[src/design/occ_pkg.sv]
// Purpose: Shared constants for the output compare channel block
// Assumes: Single peripheral clock, synchronous active-high reset
// Notes: Control word layout follows the compare control register
package occ_pkg;
    // ****************************************
    // Control word fields
    // ****************************************
    localparam int CTRL_W = 16;
    localparam int BIT_ON = 15;
    localparam int BIT_STOP_IN_IDLE = 13;
    localparam int BIT_WIDE = 5;
    localparam int BIT_FLT = 4;
    localparam int BIT_TSEL = 3;
    localparam int MODE_LSB = 0;
    localparam int MODE_W = 3;
    localparam logic [15:0] CTRL_RESET = 16'h0000;
    localparam logic [15:0] CTRL_PWM_NOFLT = 16'h0006;
    localparam logic [15:0] CTRL_ON_WIDE = 16'h8020;
    // ****************************************
    // Mode encodings
    // ****************************************
    localparam logic [2:0] MODE_OFF = 3'h0;
    localparam logic [2:0] MODE_HIGH = 3'h1;
    localparam logic [2:0] MODE_LOW = 3'h2;
    localparam logic [2:0] MODE_TOGGLE = 3'h3;
    localparam logic [2:0] MODE_PULSE = 3'h4;
    localparam logic [2:0] MODE_PULSES = 3'h5;
    localparam logic [2:0] MODE_PWM = 3'h6;
    localparam logic [2:0] MODE_PWM_FLT = 3'h7;
    // ****************************************
    // Interrupt priority, fault input split, data widths and power states
    // ****************************************
    localparam int PRIO_W = 3;
    localparam int SUB_W = 2;
    localparam logic [2:0] PRIO_NONE = 3'h0;
    localparam int FAULT_A_LAST_CH = 4;
    localparam int DATA_W = 32;
    localparam int NARROW_W = 16;
    typedef enum logic [1:0] {OCC_RUN, OCC_HALT} occ_power_t;
endpackage

[src/design/occ_channel.sv]
// Purpose: One output compare channel with flag, pin ownership, fault and power
// Assumes: Time base and interrupt controller are outside; CH_NUM picks fault input
// Notes: Fault output disable acts combinationally from the pin and is then held by the registered fault status
//
// Behaviour
// - Own flag and own enable per channel
// - Match sets flag regardless of enable
// - Request only while enable bit set
// - Three-bit priority group, zero never requests
// - Two-bit subpriority exported for arbitration
// - Equal ties resolved by lower vector number
// - Vector number equals natural order number
// - Enabled unit owns pin, else latch/direction
// - Fault A serves channels 1-4, B serves 5
// - Sleep holds last pin level and halts
// - Sleep fault disables output, sets status, wakes
// - Stop-in-idle makes idle behave like sleep
// - Idle runs only with timebase enabled, idle-capable
// - Fault inputs keep control in sleep/idle
// - Idle fault disables output, sets status, wakes
// - Debug keeps fault path active
// - PWM modes raise no compare interrupt
// - 0x0006 is PWM no fault; 0x8020 wide on
// - Mode 111 low fault tri-states output unclocked
// - Fault status clears after removal and mode rewrite
// - Duty copied from secondary only at period match
module occ_channel
    import occ_pkg::*;
#(
    parameter int CH_NUM = 1,
    parameter logic [5:0] VECTOR_NUM = 6'h06
) (
    // Clock and reset
    input wire logic clock,
    input wire logic sys_rst,
    // Control register write
    input wire logic ctrl_we,
    input wire logic [occ_pkg::CTRL_W-1:0] ctrl_wdata,
    output logic [occ_pkg::CTRL_W-1:0] compare_control_reg,
    // Compare registers
    input wire logic primary_we,
    input wire logic [occ_pkg::DATA_W-1:0] primary_wdata,
    input wire logic secondary_we,
    input wire logic [occ_pkg::DATA_W-1:0] secondary_wdata,
    output logic [occ_pkg::DATA_W-1:0] primary_compare_reg,
    output logic [occ_pkg::DATA_W-1:0] secondary_compare_reg,
    // Time base
    input wire logic [occ_pkg::DATA_W-1:0] timer_count_reg,
    input wire logic [occ_pkg::DATA_W-1:0] timer_period_reg,
    input wire logic timer_enabled,
    input wire logic timer_runs_in_idle,
    // Interrupt control
    input wire logic compare_irq_enable,
    input wire logic [occ_pkg::PRIO_W-1:0] compare_irq_priority,
    input wire logic [occ_pkg::SUB_W-1:0] compare_irq_subpriority,
    input wire logic flag_clear,
    output logic compare_irq_flag,
    output logic irq_request,
    output logic [occ_pkg::PRIO_W-1:0] irq_group,
    output logic [occ_pkg::SUB_W-1:0] irq_sub,
    output logic [5:0] irq_vector,
    output logic wake_request,
    // Power state
    input wire logic sleep_mode,
    input wire logic idle_mode,
    input wire logic debug_mode,
    // Pins
    input wire logic fault_input_a,
    input wire logic fault_input_b,
    input wire logic pin_output_latch,
    input wire logic pin_direction_bit,
    output logic compare_output_pin,
    output logic compare_output_oe
);
    import occ_pkg::*;

    // Only five channels exist, and the fault input choice depends on it
    if (CH_NUM < 1 || CH_NUM > 5) begin : g_bad_ch
        $error("CH_NUM must be 1 to 5");
    end

    // ****************************************
    // Control fields
    // ****************************************
    logic [CTRL_W-1:0] ctrl_q;
    logic [DATA_W-1:0] pri_q, sec_q;
    logic level_q, flag_q, fault_q;
    logic flt_s1_q, flt_s2_q, mode_rewrite_q;
    wire logic unit_on = ctrl_q[BIT_ON];
    wire logic [2:0] mode = ctrl_q[MODE_LSB +: MODE_W];
    wire logic wide = ctrl_q[BIT_WIDE];
    wire logic is_pwm = (mode == MODE_PWM) || (mode == MODE_PWM_FLT);
    wire logic flt_mode = unit_on && (mode == MODE_PWM_FLT);

    // Fault A for channels 1-4, B for channel 5
    wire logic fault_raw_n = (CH_NUM <= FAULT_A_LAST_CH) ? fault_input_a
                                                           : fault_input_b;

    // ****************************************
    // Power state
    // ****************************************
    // Idle with stop-in-idle set is treated as sleep; idle otherwise needs the timer
    wire logic stop_idle = idle_mode && ctrl_q[BIT_STOP_IN_IDLE];
    wire logic idle_ok = !idle_mode || (timer_enabled && timer_runs_in_idle);
    occ_power_t power;
    assign power = (sleep_mode || stop_idle || !idle_ok) ? OCC_HALT : OCC_RUN;
    wire logic running = unit_on && (power == OCC_RUN);

    // ****************************************
    // Compare logic
    // ****************************************
    function automatic logic [DATA_W-1:0] fit(input logic [DATA_W-1:0] v, input logic w);
        fit = w ? v : {{(DATA_W-NARROW_W){1'b0}}, v[NARROW_W-1:0]};
    endfunction

    wire logic [DATA_W-1:0] tmr = fit(timer_count_reg, wide);
    wire logic [DATA_W-1:0] per = fit(timer_period_reg, wide);
    wire logic hit_pri = (tmr == fit(pri_q, wide));
    wire logic hit_sec = (tmr == fit(sec_q, wide));
    wire logic period_hit = (tmr == per);
    logic level_d;
    logic match_evt;
    always_comb begin
        level_d = level_q;
        match_evt = 1'b0;
        case (mode)
            MODE_HIGH: begin
                if (hit_pri) begin
                    level_d = 1'b1;
                    match_evt = 1'b1;
                end
            end
            MODE_LOW: begin
                if (hit_pri) begin
                    level_d = 1'b0;
                    match_evt = 1'b1;
                end
            end
            MODE_TOGGLE: begin
                if (hit_pri) begin
                    level_d = !level_q;
                    match_evt = 1'b1;
                end
            end
            MODE_PULSE, MODE_PULSES: begin
                if (hit_pri) begin
                    level_d = 1'b1;
                end
                if (hit_sec) begin
                    level_d = 1'b0;
                    match_evt = 1'b1;
                end
            end
            MODE_PWM, MODE_PWM_FLT: begin
                // Duty 0 stays low, duty above period stays high
                if (period_hit) begin
                    level_d = (sec_q != '0);
                end else if (hit_pri) begin
                    level_d = 1'b0;
                end
            end
            default: begin
                level_d = 1'b0;
            end
        endcase
    end

    // ****************************************
    // Fault path
    // ****************************************
    // The tri-state acts directly from the pin so it works without a clock
    wire logic fault_async = flt_mode && !fault_raw_n;
    wire logic fault_seen = flt_mode && !flt_s2_q;
    wire logic fault_set = fault_seen && !fault_q;
    // Clear only after the pin is back high and the mode field was rewritten
    wire logic fault_clr = fault_q && mode_rewrite_q && flt_s2_q;
    wire logic evt_set = (running && match_evt && !is_pwm) || fault_set;

    always_ff @(posedge clock) begin
        if (sys_rst) begin
            flt_s1_q <= 1'b1;
            flt_s2_q <= 1'b1;
        end else begin
            flt_s1_q <= fault_raw_n;
            flt_s2_q <= flt_s1_q;
        end
    end

    always_ff @(posedge clock) begin
        if (sys_rst) begin
            fault_q <= 1'b0;
        end else if (fault_set) begin
            fault_q <= 1'b1;
        end else if (fault_clr || !flt_mode) begin
            fault_q <= 1'b0;
        end
    end

    always_ff @(posedge clock) begin
        if (sys_rst) begin
            mode_rewrite_q <= 1'b0;
        end else if (ctrl_we) begin
            mode_rewrite_q <= fault_q;
        end else if (fault_set) begin
            mode_rewrite_q <= 1'b0;
        end
    end

    // Set wins over a clear in the same cycle
    always_ff @(posedge clock) begin
        if (sys_rst) begin
            flag_q <= 1'b0;
        end else if (evt_set) begin
            flag_q <= 1'b1;
        end else if (flag_clear) begin
            flag_q <= 1'b0;
        end
    end

    // ****************************************
    // Registers
    // ****************************************
    wire logic [CTRL_W-1:0] ctrl_wr = ctrl_wdata & ~(CTRL_W'(1) << BIT_FLT);
    always_ff @(posedge clock) begin
        if (sys_rst) begin
            ctrl_q <= CTRL_RESET;
        end else if (ctrl_we) begin
            ctrl_q <= ctrl_wr;
        end
    end

    // Duty register follows writes only while the unit is off or not in a PWM mode
    always_ff @(posedge clock) begin
        if (sys_rst) begin
            pri_q <= '0;
        end else if (is_pwm && unit_on) begin
            if (running && period_hit) begin
                pri_q <= sec_q;
            end
        end else if (primary_we) begin
            pri_q <= primary_wdata;
        end
    end

    always_ff @(posedge clock) begin
        if (sys_rst) begin
            sec_q <= '0;
        end else if (secondary_we) begin
            sec_q <= secondary_wdata;
        end
    end

    // Level only moves while running or when the unit is off (cleared to 0), so sleep freezes the pin
    always_ff @(posedge clock) begin
        if (sys_rst) begin
            level_q <= 1'b0;
        end else if (!unit_on) begin
            level_q <= 1'b0;
        end else if (running) begin
            level_q <= level_d;
        end
    end

    // ****************************************
    // Outputs
    // ****************************************
    assign compare_control_reg = {ctrl_q[CTRL_W-1:BIT_FLT+1], fault_q, ctrl_q[BIT_FLT-1:0]};
    assign primary_compare_reg = pri_q;
    assign secondary_compare_reg = sec_q;
    assign compare_irq_flag = flag_q;
    assign irq_request = flag_q && compare_irq_enable && (compare_irq_priority != PRIO_NONE);
    assign irq_group = compare_irq_priority;
    assign irq_sub = compare_irq_subpriority;
    assign irq_vector = VECTOR_NUM;
    assign wake_request = irq_request && (power == OCC_HALT);
    assign compare_output_pin = unit_on ? level_q : pin_output_latch;
    assign compare_output_oe = unit_on ? !(fault_async || fault_q) : !pin_direction_bit;
endmodule

[config.mk]
export PLATFORM = sky130hd
export DESIGN_NAME = occ_channel
export DESIGN_NICKNAME = d
export VERILOG_FILES = /design/src/design/occ_pkg.sv /design/src/design/occ_channel.sv
export SDC_FILE = /design/constraint.sdc
export NUM_CORES = 1
export LEC_CHECK = 0
export BUFFER_PORTS_ARGS = -buffer_cell sky130_fd_sc_hd__buf_2
export CELL_PAD_IN_SITES_DETAIL_PLACEMENT = 1
export CELL_PAD_IN_SITES_GLOBAL_PLACEMENT = 1
export CORE_ASPECT_RATIO = 0.9
export CORE_MARGIN = 2
export CORE_UTILIZATION = 29
export CTS_CLUSTER_SIZE = 40
export DETAILED_ROUTE_END_ITERATION = 12
export PLACE_DENSITY_LB_ADDON = 0.1
export RECOVER_POWER = 25
export SLEW_MARGIN = 20
export SYNTH_ARGS = -nofsm -noshare
export SYNTH_HDL_FRONTEND = slang
export SYNTH_SLANG_ARGS = --single-unit
export TNS_END_PERCENT = 10
[constraint.sdc]
create_clock -name clock -period 1.84 [get_ports clock]
set_input_delay 0.092 -clock clock [delete_from_list [all_inputs] [get_ports clock]]
set_output_delay 0.092 -clock clock [all_outputs]
set_load 0.05 [all_outputs]
==> flow_summary.json, run 1 <==
{
  "outcome": "finished, violations left",
  "violations": "negative setup slack",
  "initial_core_util_pct": 29.79,
  "fin_worst_skew_ns": 0.007320,
  "synth-seq-cells": 85,
  "die-area_mm2": 0.01767,
  "post-dp-hpwl_um": 15200,
  "initial_antenna_violation_count": 1,
  "timing.hold.ws_ns": 0.00002240,
  "top_level_ports": 261,
  "max_slew_margin_pct": 59.65,
  "fill_cells": 1955,
  "worst_margin_pin_slew_ns": 0.6079,
  "placement.setup.worst_slack_ns": -0.3201,
  "multi_input_comb_area_mm2": 0.003045,
  "synth_cells": 508,
  "ir_worst_vdd_mv": 0.5355,
  "grt_util_all_layers_pct": 21.66,
  "yosys_warnings": 0,
  "fin_nets": 1022,
  "syn-mean-instance-area_um2": 9.490,
  "tritoncts.num_buffers": 9,
  "synth.lib_cells_used.distinct": 39,
  "power_density_mw_per_mm2": 758.9,
  "detail_route.iter0.violations": 173,
  "grt_start_max_net_pins": 85,
  "vias_in_the_first_global_route": 5526,
  "critical_path.max_stage_delay_ns": 0.33,
  "finalCritPeriodShare_pct": 103.8,
  "critPathKind": "reg -> reg",
  "portBuffers": 247,
  "arrival_ns": 2.14,
  "layout-drive-gt1-share_pct": 51.74,
  "worst_r2r_endpoint": "level_q$_SDFFE_PP0P_",
  "synth_sequential_area_ratio_pct": 35.30,
  "remaining_routing_drc_violations": 0,
  "cp_cell_sequence": "xor2_1 > nor4_2 > nand4_1 > buf_4 > o211ai_1 > nand2_1 > a32oi_1 > a31oi_1",
  "syn_area_mm2": 0.004821,
  "placeableCoreArea_mm2": 0.01619,
  "maximum_buffer_depth_of_the_clock_tree": 2,
  "worstHoldPathCells": 3,
  "postLayoutSetupSlackWorst_ns": -0.07048,
  "avgRoutedWirePerCell_um": 18.22,
  "worst_hold_startpoint": "secondary_wdata[15]",
  "critPathLaunchType": "flop",
  "critical_path_peak_fanout": 3,
  "final-seq-area_mm2": 0.001772,
  "critical_path_required_ns": 2.07,
  "clock.fmax_ghz": 0.5234,
  "vertical_extent_of_the_die_um": 126.3,
  "clk-insertion-delay-late_ns": 0.35,
  "global_route.overflow_total": 0,
  "grt_pass1_wl_um": 30060,
  "cts_tree": "built",
  "critical-path-slowest-cell": "dfxtp_1",
  "clkSinkCount": 85,
  "worst_setup_hold_path_clk_slew_ns": 0.07,
  "ant_nets": 0,
  "reg2regPathDepth": 8,
  "die_w_um": 139.9,
  "synthArstFlopShare_pct": 0,
  "clock-root-buffer": "clkbuf_16",
  "synth-edff-count": 0,
  "dr.pass1.iters": 4,
  "detailroute.via_count": 5048,
  "final_max_slew_viol_count": 0,
  "cap_viol_max_count": 0,
  "area_growth_pct": 61.51,
  "postRouteWirelength_um": 19500,
  "vias_per_cell": 4.718,
  "layoutNonFillerInstCount": 1070,
  "hold-path-endpoint": "secondary_compare_reg[15]$_SDFFE_PP0P_",
  "fin_setup_tns_ns": -0.1065,
  "gp_routability_congestion": 0.8813,
  "report.final.setup_viol": 2,
  "clock_tree.htree_level_count": 3,
  "rows": 44,
  "static-leakage-power_nw": 3.972,
  "placed_area_mm2": 0.006972,
  "endpoint_kind": "flop",
  "finalHoldViolCount": 0,
  "setup.reg_to_reg.worst_slack_ns": -0.07,
  "hp-class": "in -> reg",
  "dp_cells": 1016,
  "prevailing_post_synth_register_cell": "dfxtp_1",
  "timing.rr.start": "primary_compare_reg[8]$_SDFFE_PP0P_",
  "unrepaired_setup_endpoints_after_global_routing": "true",
  "post-route-cell-area_mm2": 0.007786,
  "period_minus_slack_ns": 1.910
}
-- worst max-delay path, delay by kind of cell (launching register included) --
kind | cells | cell delay [ns]
AND/OR/NAND/NOR | 3 | 0.64
AO/OA/AOI/OAI | 3 | 0.47
flip-flops | 1 | 0.33
buffers and inverters | 1 | 0.19
XOR/XNOR | 1 | 0.17
-- synth_stat cells (all sizes together), types with 4 or more instances --
library cell | number | share of area, %
nor3 | 4 | 0.42
nand4 | 12 | 1.6
nor2 | 90 | 7.0
xnor2 | 26 | 4.7
xor2 | 69 | 13
o21ai | 5 | 0.52
a211oi | 33 | 8.0
a21oi | 5 | 0.60
nand2 | 5 | 0.39
clkbuf | 14 | 1.1
dfxtp | 85 | 35
buf | 25 | 3.7
mux2i | 79 | 16
nor4 | 24 | 3.1
-- placed cells by master (no fill, tap or decap), types with 12 or more instances in the layout --
| cell type | n |
|---|---|
| nor2_1 | 90 |
| dlygate4sd3_1 | 31 |
| buf_4 | 86 |
| xor2_1 | 68 |
| dfxtp_2 | 29 |
| dfxtp_1 | 47 |
| nand4_1 | 12 |
| mux2i_1 | 79 |
| buf_2 | 242 |
| a211oi_2 | 29 |
| xnor2_1 | 18 |
| nor4_1 | 20 |
-- where the power goes --
part / switching (W) / internal (W) / leakage [nW]
logic: 0.00101 / 0.000667 / 3.08
registers: 0.000110 / 0.00196 / 0.718
clock network: 0.000821 / 0.00134 / 0.170
total: 0.00194 / 0.00396 / 3.97
-- per-stage QoR --
stage	util (%)	total power [W]
floorplan	-	0.003050
global placement	43.07	0.003676
detailed placement	43.07	0.003704
CTS	47.93	0.005953
global route	48.09	0.006166
finish	48.11	0.005909
-- per-layer routing --
layer | vias to the layer above | GRT usage [%] | part of all wire (%)
li1 | 2467 | - | -
met2 | 164 | 37.45 | 49
met1 | 2396 | 27.39 | 44
met4 | 0 | 5.765 | 1.5
met5 | - | 0 | 0
met3 | 21 | 4.794 | 5.9
-- worst max path at each step --
stage	start	end	slack [ns]	cells after the start
4_1_cts	secondary_compare_reg[21]$_SDFFE_PP0P_	level_q$_SDFFE_PP0P_	-0.09	8
3_5_place_dp	timer_count_reg[22]	primary_compare_reg[17]$_SDFFE_PP0P_	-0.32	10
2_1_floorplan	ctrl_q[15]$_SDFFE_PP0P_	primary_compare_reg[29]$_SDFFE_PP0P_	-0.06	6
3_3_place_gp	timer_count_reg[22]	primary_compare_reg[17]$_SDFFE_PP0P_	-0.27	10
6_report	primary_compare_reg[8]$_SDFFE_PP0P_	level_q$_SDFFE_PP0P_	-0.07	8
5_1_grt	primary_compare_reg[10]$_SDFFE_PP0P_	level_q$_SDFFE_PP0P_	-0.21	8
-- kinds of logic (layout without fill, tap and decap cells) --
group | after synthesis | after routing | synth area share (%)
simple gates | 149 | 149 | 14.35
xor+xnor | 95 | 95 | 17.26
flops | 85 | 85 | 35.30
mux | 80 | 80 | 16.64
compound gates | 55 | 55 | 11.24
buf+inv | 42 | 392 | 5.061
other cells | 2 | 7 | 0.1558
-- layout make-up --
type                            count  share of cell area (%)
Clock buffer                        9                   2.892
Tap cell                          207                   3.326
Antenna cell                        1                 0.03214
Multi-Input combinational cell    385                   39.11
Inverter                            3                  0.1446
Clock inverter                      7                   1.559
Timing Repair Buffer              373                   30.18
Sequential cell                    85                   22.75
-- repair_timing --
item	CTS	global route
setup buffers	3	3
setup endpoints to repair	8	33
resized for setup	19	6
pin swaps	14	9
hold endpoints to repair	31	0
hold buffers	31	0
No activity file was read; power rests on OpenSTA's default activity.
==> run 2: changes to the inputs <==
--- a/config.mk
+++ b/config.mk
@@ -10,7 +10,7 @@
 export CELL_PAD_IN_SITES_GLOBAL_PLACEMENT = 1
 export CORE_ASPECT_RATIO = 0.9
 export CORE_MARGIN = 2
-export CORE_UTILIZATION = 29
+export CORE_UTILIZATION = 35
 export CTS_CLUSTER_SIZE = 40
 export DETAILED_ROUTE_END_ITERATION = 12
 export PLACE_DENSITY_LB_ADDON = 0.1
==> constraint.sdc (replaced) <==
create_clock -name clock -period 2.2 [get_ports clock]
set_input_delay 0.11 -clock clock [delete_from_list [all_inputs] [get_ports clock]]
set_output_delay 0.11 -clock clock [all_outputs]
set_load 0.05 [all_outputs]
==> run 2 against run 1 <==
The run ends with max-capacitance violations left; clock-buffer cell count unchanged; setup slack improved by 0.21 ns; sequential power decreased by 16%; critical path type unchanged.
==> flow_summary.json, run 2 (synthesis results as in run 1) <==
{
  "detail_route.iter0.violations": 173,
  "fin_nets": 952,
  "max_slew_margin_pct": 0.3898,
  "timing.rr.start": "secondary_compare_reg[4]$_SDFFE_PP0P_",
  "vias_per_cell": 5.042,
  "vertical_extent_of_the_die_um": 115.3,
  "worst_hold_startpoint": "secondary_wdata[31]",
  "worstHoldPathCells": 3,
  "period_minus_slack_ns": 2.061,
  "grt_util_all_layers_pct": 24.16,
  "ant_nets": 0,
  "antenna_cells": 0,
  "area_growth_pct": 42.62,
  "grt_pass1_wl_um": 27260,
  "post-dp-hpwl_um": 14170,
  "initial_core_util_pct": 35.94,
  "fin_setup_tns_ns": 0,
  "global_route.overflow_total": 0,
  "layout-drive-gt1-share_pct": 41.41,
  "arrival_ns": 2.28,
  "maximum_buffer_depth_of_the_clock_tree": 2,
  "tritoncts.num_buffers": 9,
  "dr.pass1.iters": 4,
  "clk-insertion-delay-late_ns": 0.35,
  "initial_antenna_violation_count": 1,
  "endpoint_kind": "flop",
  "die_w_um": 127.7,
  "grt_start_max_net_pins": 33,
  "ir_worst_vdd_mv": 0.4001,
  "postRouteWirelength_um": 18010,
  "cts_tree": "built",
  "remaining_routing_drc_violations": 0,
  "clock.fmax_ghz": 0.4853,
  "fin_worst_skew_ns": 0.01139,
  "critPathKind": "reg -> reg",
  "critPathLaunchType": "flop",
  "avgRoutedWirePerCell_um": 18.76,
  "detailroute.via_count": 4840,
  "worst_r2r_endpoint": "level_q$_SDFFE_PP0P_",
  "vias_in_the_first_global_route": 5064,
  "die-area_mm2": 0.01473,
  "reg2regPathDepth": 8,
  "hp-class": "in -> reg",
  "cp_cell_sequence": "xnor2_1 > nand4_1 > or4_4 > a2111oi_4 > buf_4 > nor3_1 > o21ai_0 > a31oi_1",
  "most-common-layout-cells": "buf_2, nor2_1, dfxtp_1, mux2i_1, xor2_1",
  "static-leakage-power_nw": 3.496,
  "post-route-util_pct": 51.26,
  "critical_path.max_stage_delay_ns": 0.52,
  "top_level_ports": 261,
  "worst_margin_pin_slew_ns": 1.494,
  "placeableCoreArea_mm2": 0.01341,
  "critical-path-slowest-cell": "or4_4",
  "outcome": "finished, violations left",
  "power_density_mw_per_mm2": 646.2,
  "setup.reg_to_reg.worst_slack_ns": 0.14,
  "cap_viol_max_count": 1,
  "finalHoldViolCount": 0,
  "final_max_slew_viol_count": 0,
  "portBuffers": 247,
  "gp_routability_congestion": 0.8723,
  "leading_cell_type_in_the_layout_fill_and_taps_excluded": "buf_2",
  "clkSinkCount": 85,
  "timing.hold.ws_ns": 0.01084,
  "unrepaired_setup_endpoints_after_global_routing": "false",
  "clock-root-buffer": "clkbuf_16",
  "critical_path_required_ns": 2.42,
  "critical_path_peak_fanout": 2,
  "finalCritPeriodShare_pct": 93.67,
  "rows": 40,
  "violations": "max-capacitance violations",
  "hold-path-endpoint": "secondary_compare_reg[31]$_SDFFE_PP0P_",
  "report.final.setup_viol": 0,
  "clock_tree.htree_level_count": 3,
  "worst_setup_hold_path_clk_slew_ns": 0.07
}
## run 2: cell count changes in the layout (fill, tap and decap cells not counted), sizes merged
cell / previous run / this run
clkinv: 2 / 3
clkinvlp: 0 / 1
inv: 5 / 6
clkbuf: 15 / 18
dlygate4sd3: 31 / 26
diode: 1 / 0
buf: 336 / 268
bufinv: 3 / 0
## run 2: timing repair
item,in CTS,in global routing
hold buffers,25,1
gates resized for setup,1,7
hold endpoints to repair,25,1
buffers inserted,0,0
pin swaps,0,2
setup endpoints to repair,1,2
## run 2: how the worst max path moves through the flow
stage,startpoint,cells past startpoint,to,slack [ns]
6_report,secondary_compare_reg[4]$_SDFFE_PP0P_,8,level_q$_SDFFE_PP0P_,0.14
5_1_grt,secondary_compare_reg[4]$_SDFFE_PP0P_,8,level_q$_SDFFE_PP0P_,0.002
4_1_cts,secondary_compare_reg[12]$_SDFFE_PP0P_,8,level_q$_SDFFE_PP0P_,0.03
3_5_place_dp,timer_count_reg[17],9,primary_compare_reg[15]$_SDFFE_PP0P_,0.04
3_3_place_gp,secondary_compare_reg[31]$_SDFFE_PP0P_,8,level_q$_SDFFE_PP0P_,0.05
2_1_floorplan,secondary_compare_reg[13]$_SDFFE_PP0P_,7,level_q$_SDFFE_PP0P_,0.007
## run 2: worst max-delay path, delay by kind of cell (launching register included)
kind / cells / cell delay [ns]
DFF: 1 / 0.34
buffers and inverters: 1 / 0.17
xor gates and xnor gates: 1 / 0.20
AOI/OAI and AO/OA: 3 / 0.51
and+or+nand+nor: 3 / 0.70
## run 2: cell type report
cell class | count | area [µm²]
clock buffer | 9 | 225.2
clock inverter | 7 | 56.30
multi-input combinational | 385 | 2940
tap | 168 | 210.2
fill | 1629 | 6538
sequential | 85 | 1707
timing repair buffer | 303 | 1725
inverter | 3 | 11.26
## run 2: per-stage QoR
| step | instance area [µm²] | instances | power (W) | setup slack (ns) |
|---|---|---|---|---|
| floorplan | 4840 | 512 | 0.002541 | 0.006705 |
| global placement | 6320 | 918 | 0.002946 | 0.05428 |
| detailed placement | 6320 | 918 | 0.002970 | 0.03923 |
| CTS | 6853 | 959 | 0.004484 | 0.02985 |
| global route | 6875 | 960 | 0.004637 | 0.001574 |
| finish | 6875 | 960 | 0.004443 | 0.1393 |
## run 2: report_power, final
group          total [W]  leakage, nW  switching [W]  internal [W]
clock            0.00147        0.137       0.000688      0.000779
combinational    0.00124         2.65       0.000792      0.000445
sequential       0.00174        0.705       0.000103       0.00164
total            0.00444         3.50        0.00158       0.00286
## run 2: per-layer routing
metal	vias to the layer above	GRT usage (%)	share of wire [%]	wire length, µm
li1	2322	-	-	-
met1	2329	30.15	44	7942
met2	173	43.10	49	8813
met3	14	5.724	6.2	1109
met4	2	4.322	0.77	139
met5	-	0	0.044	8
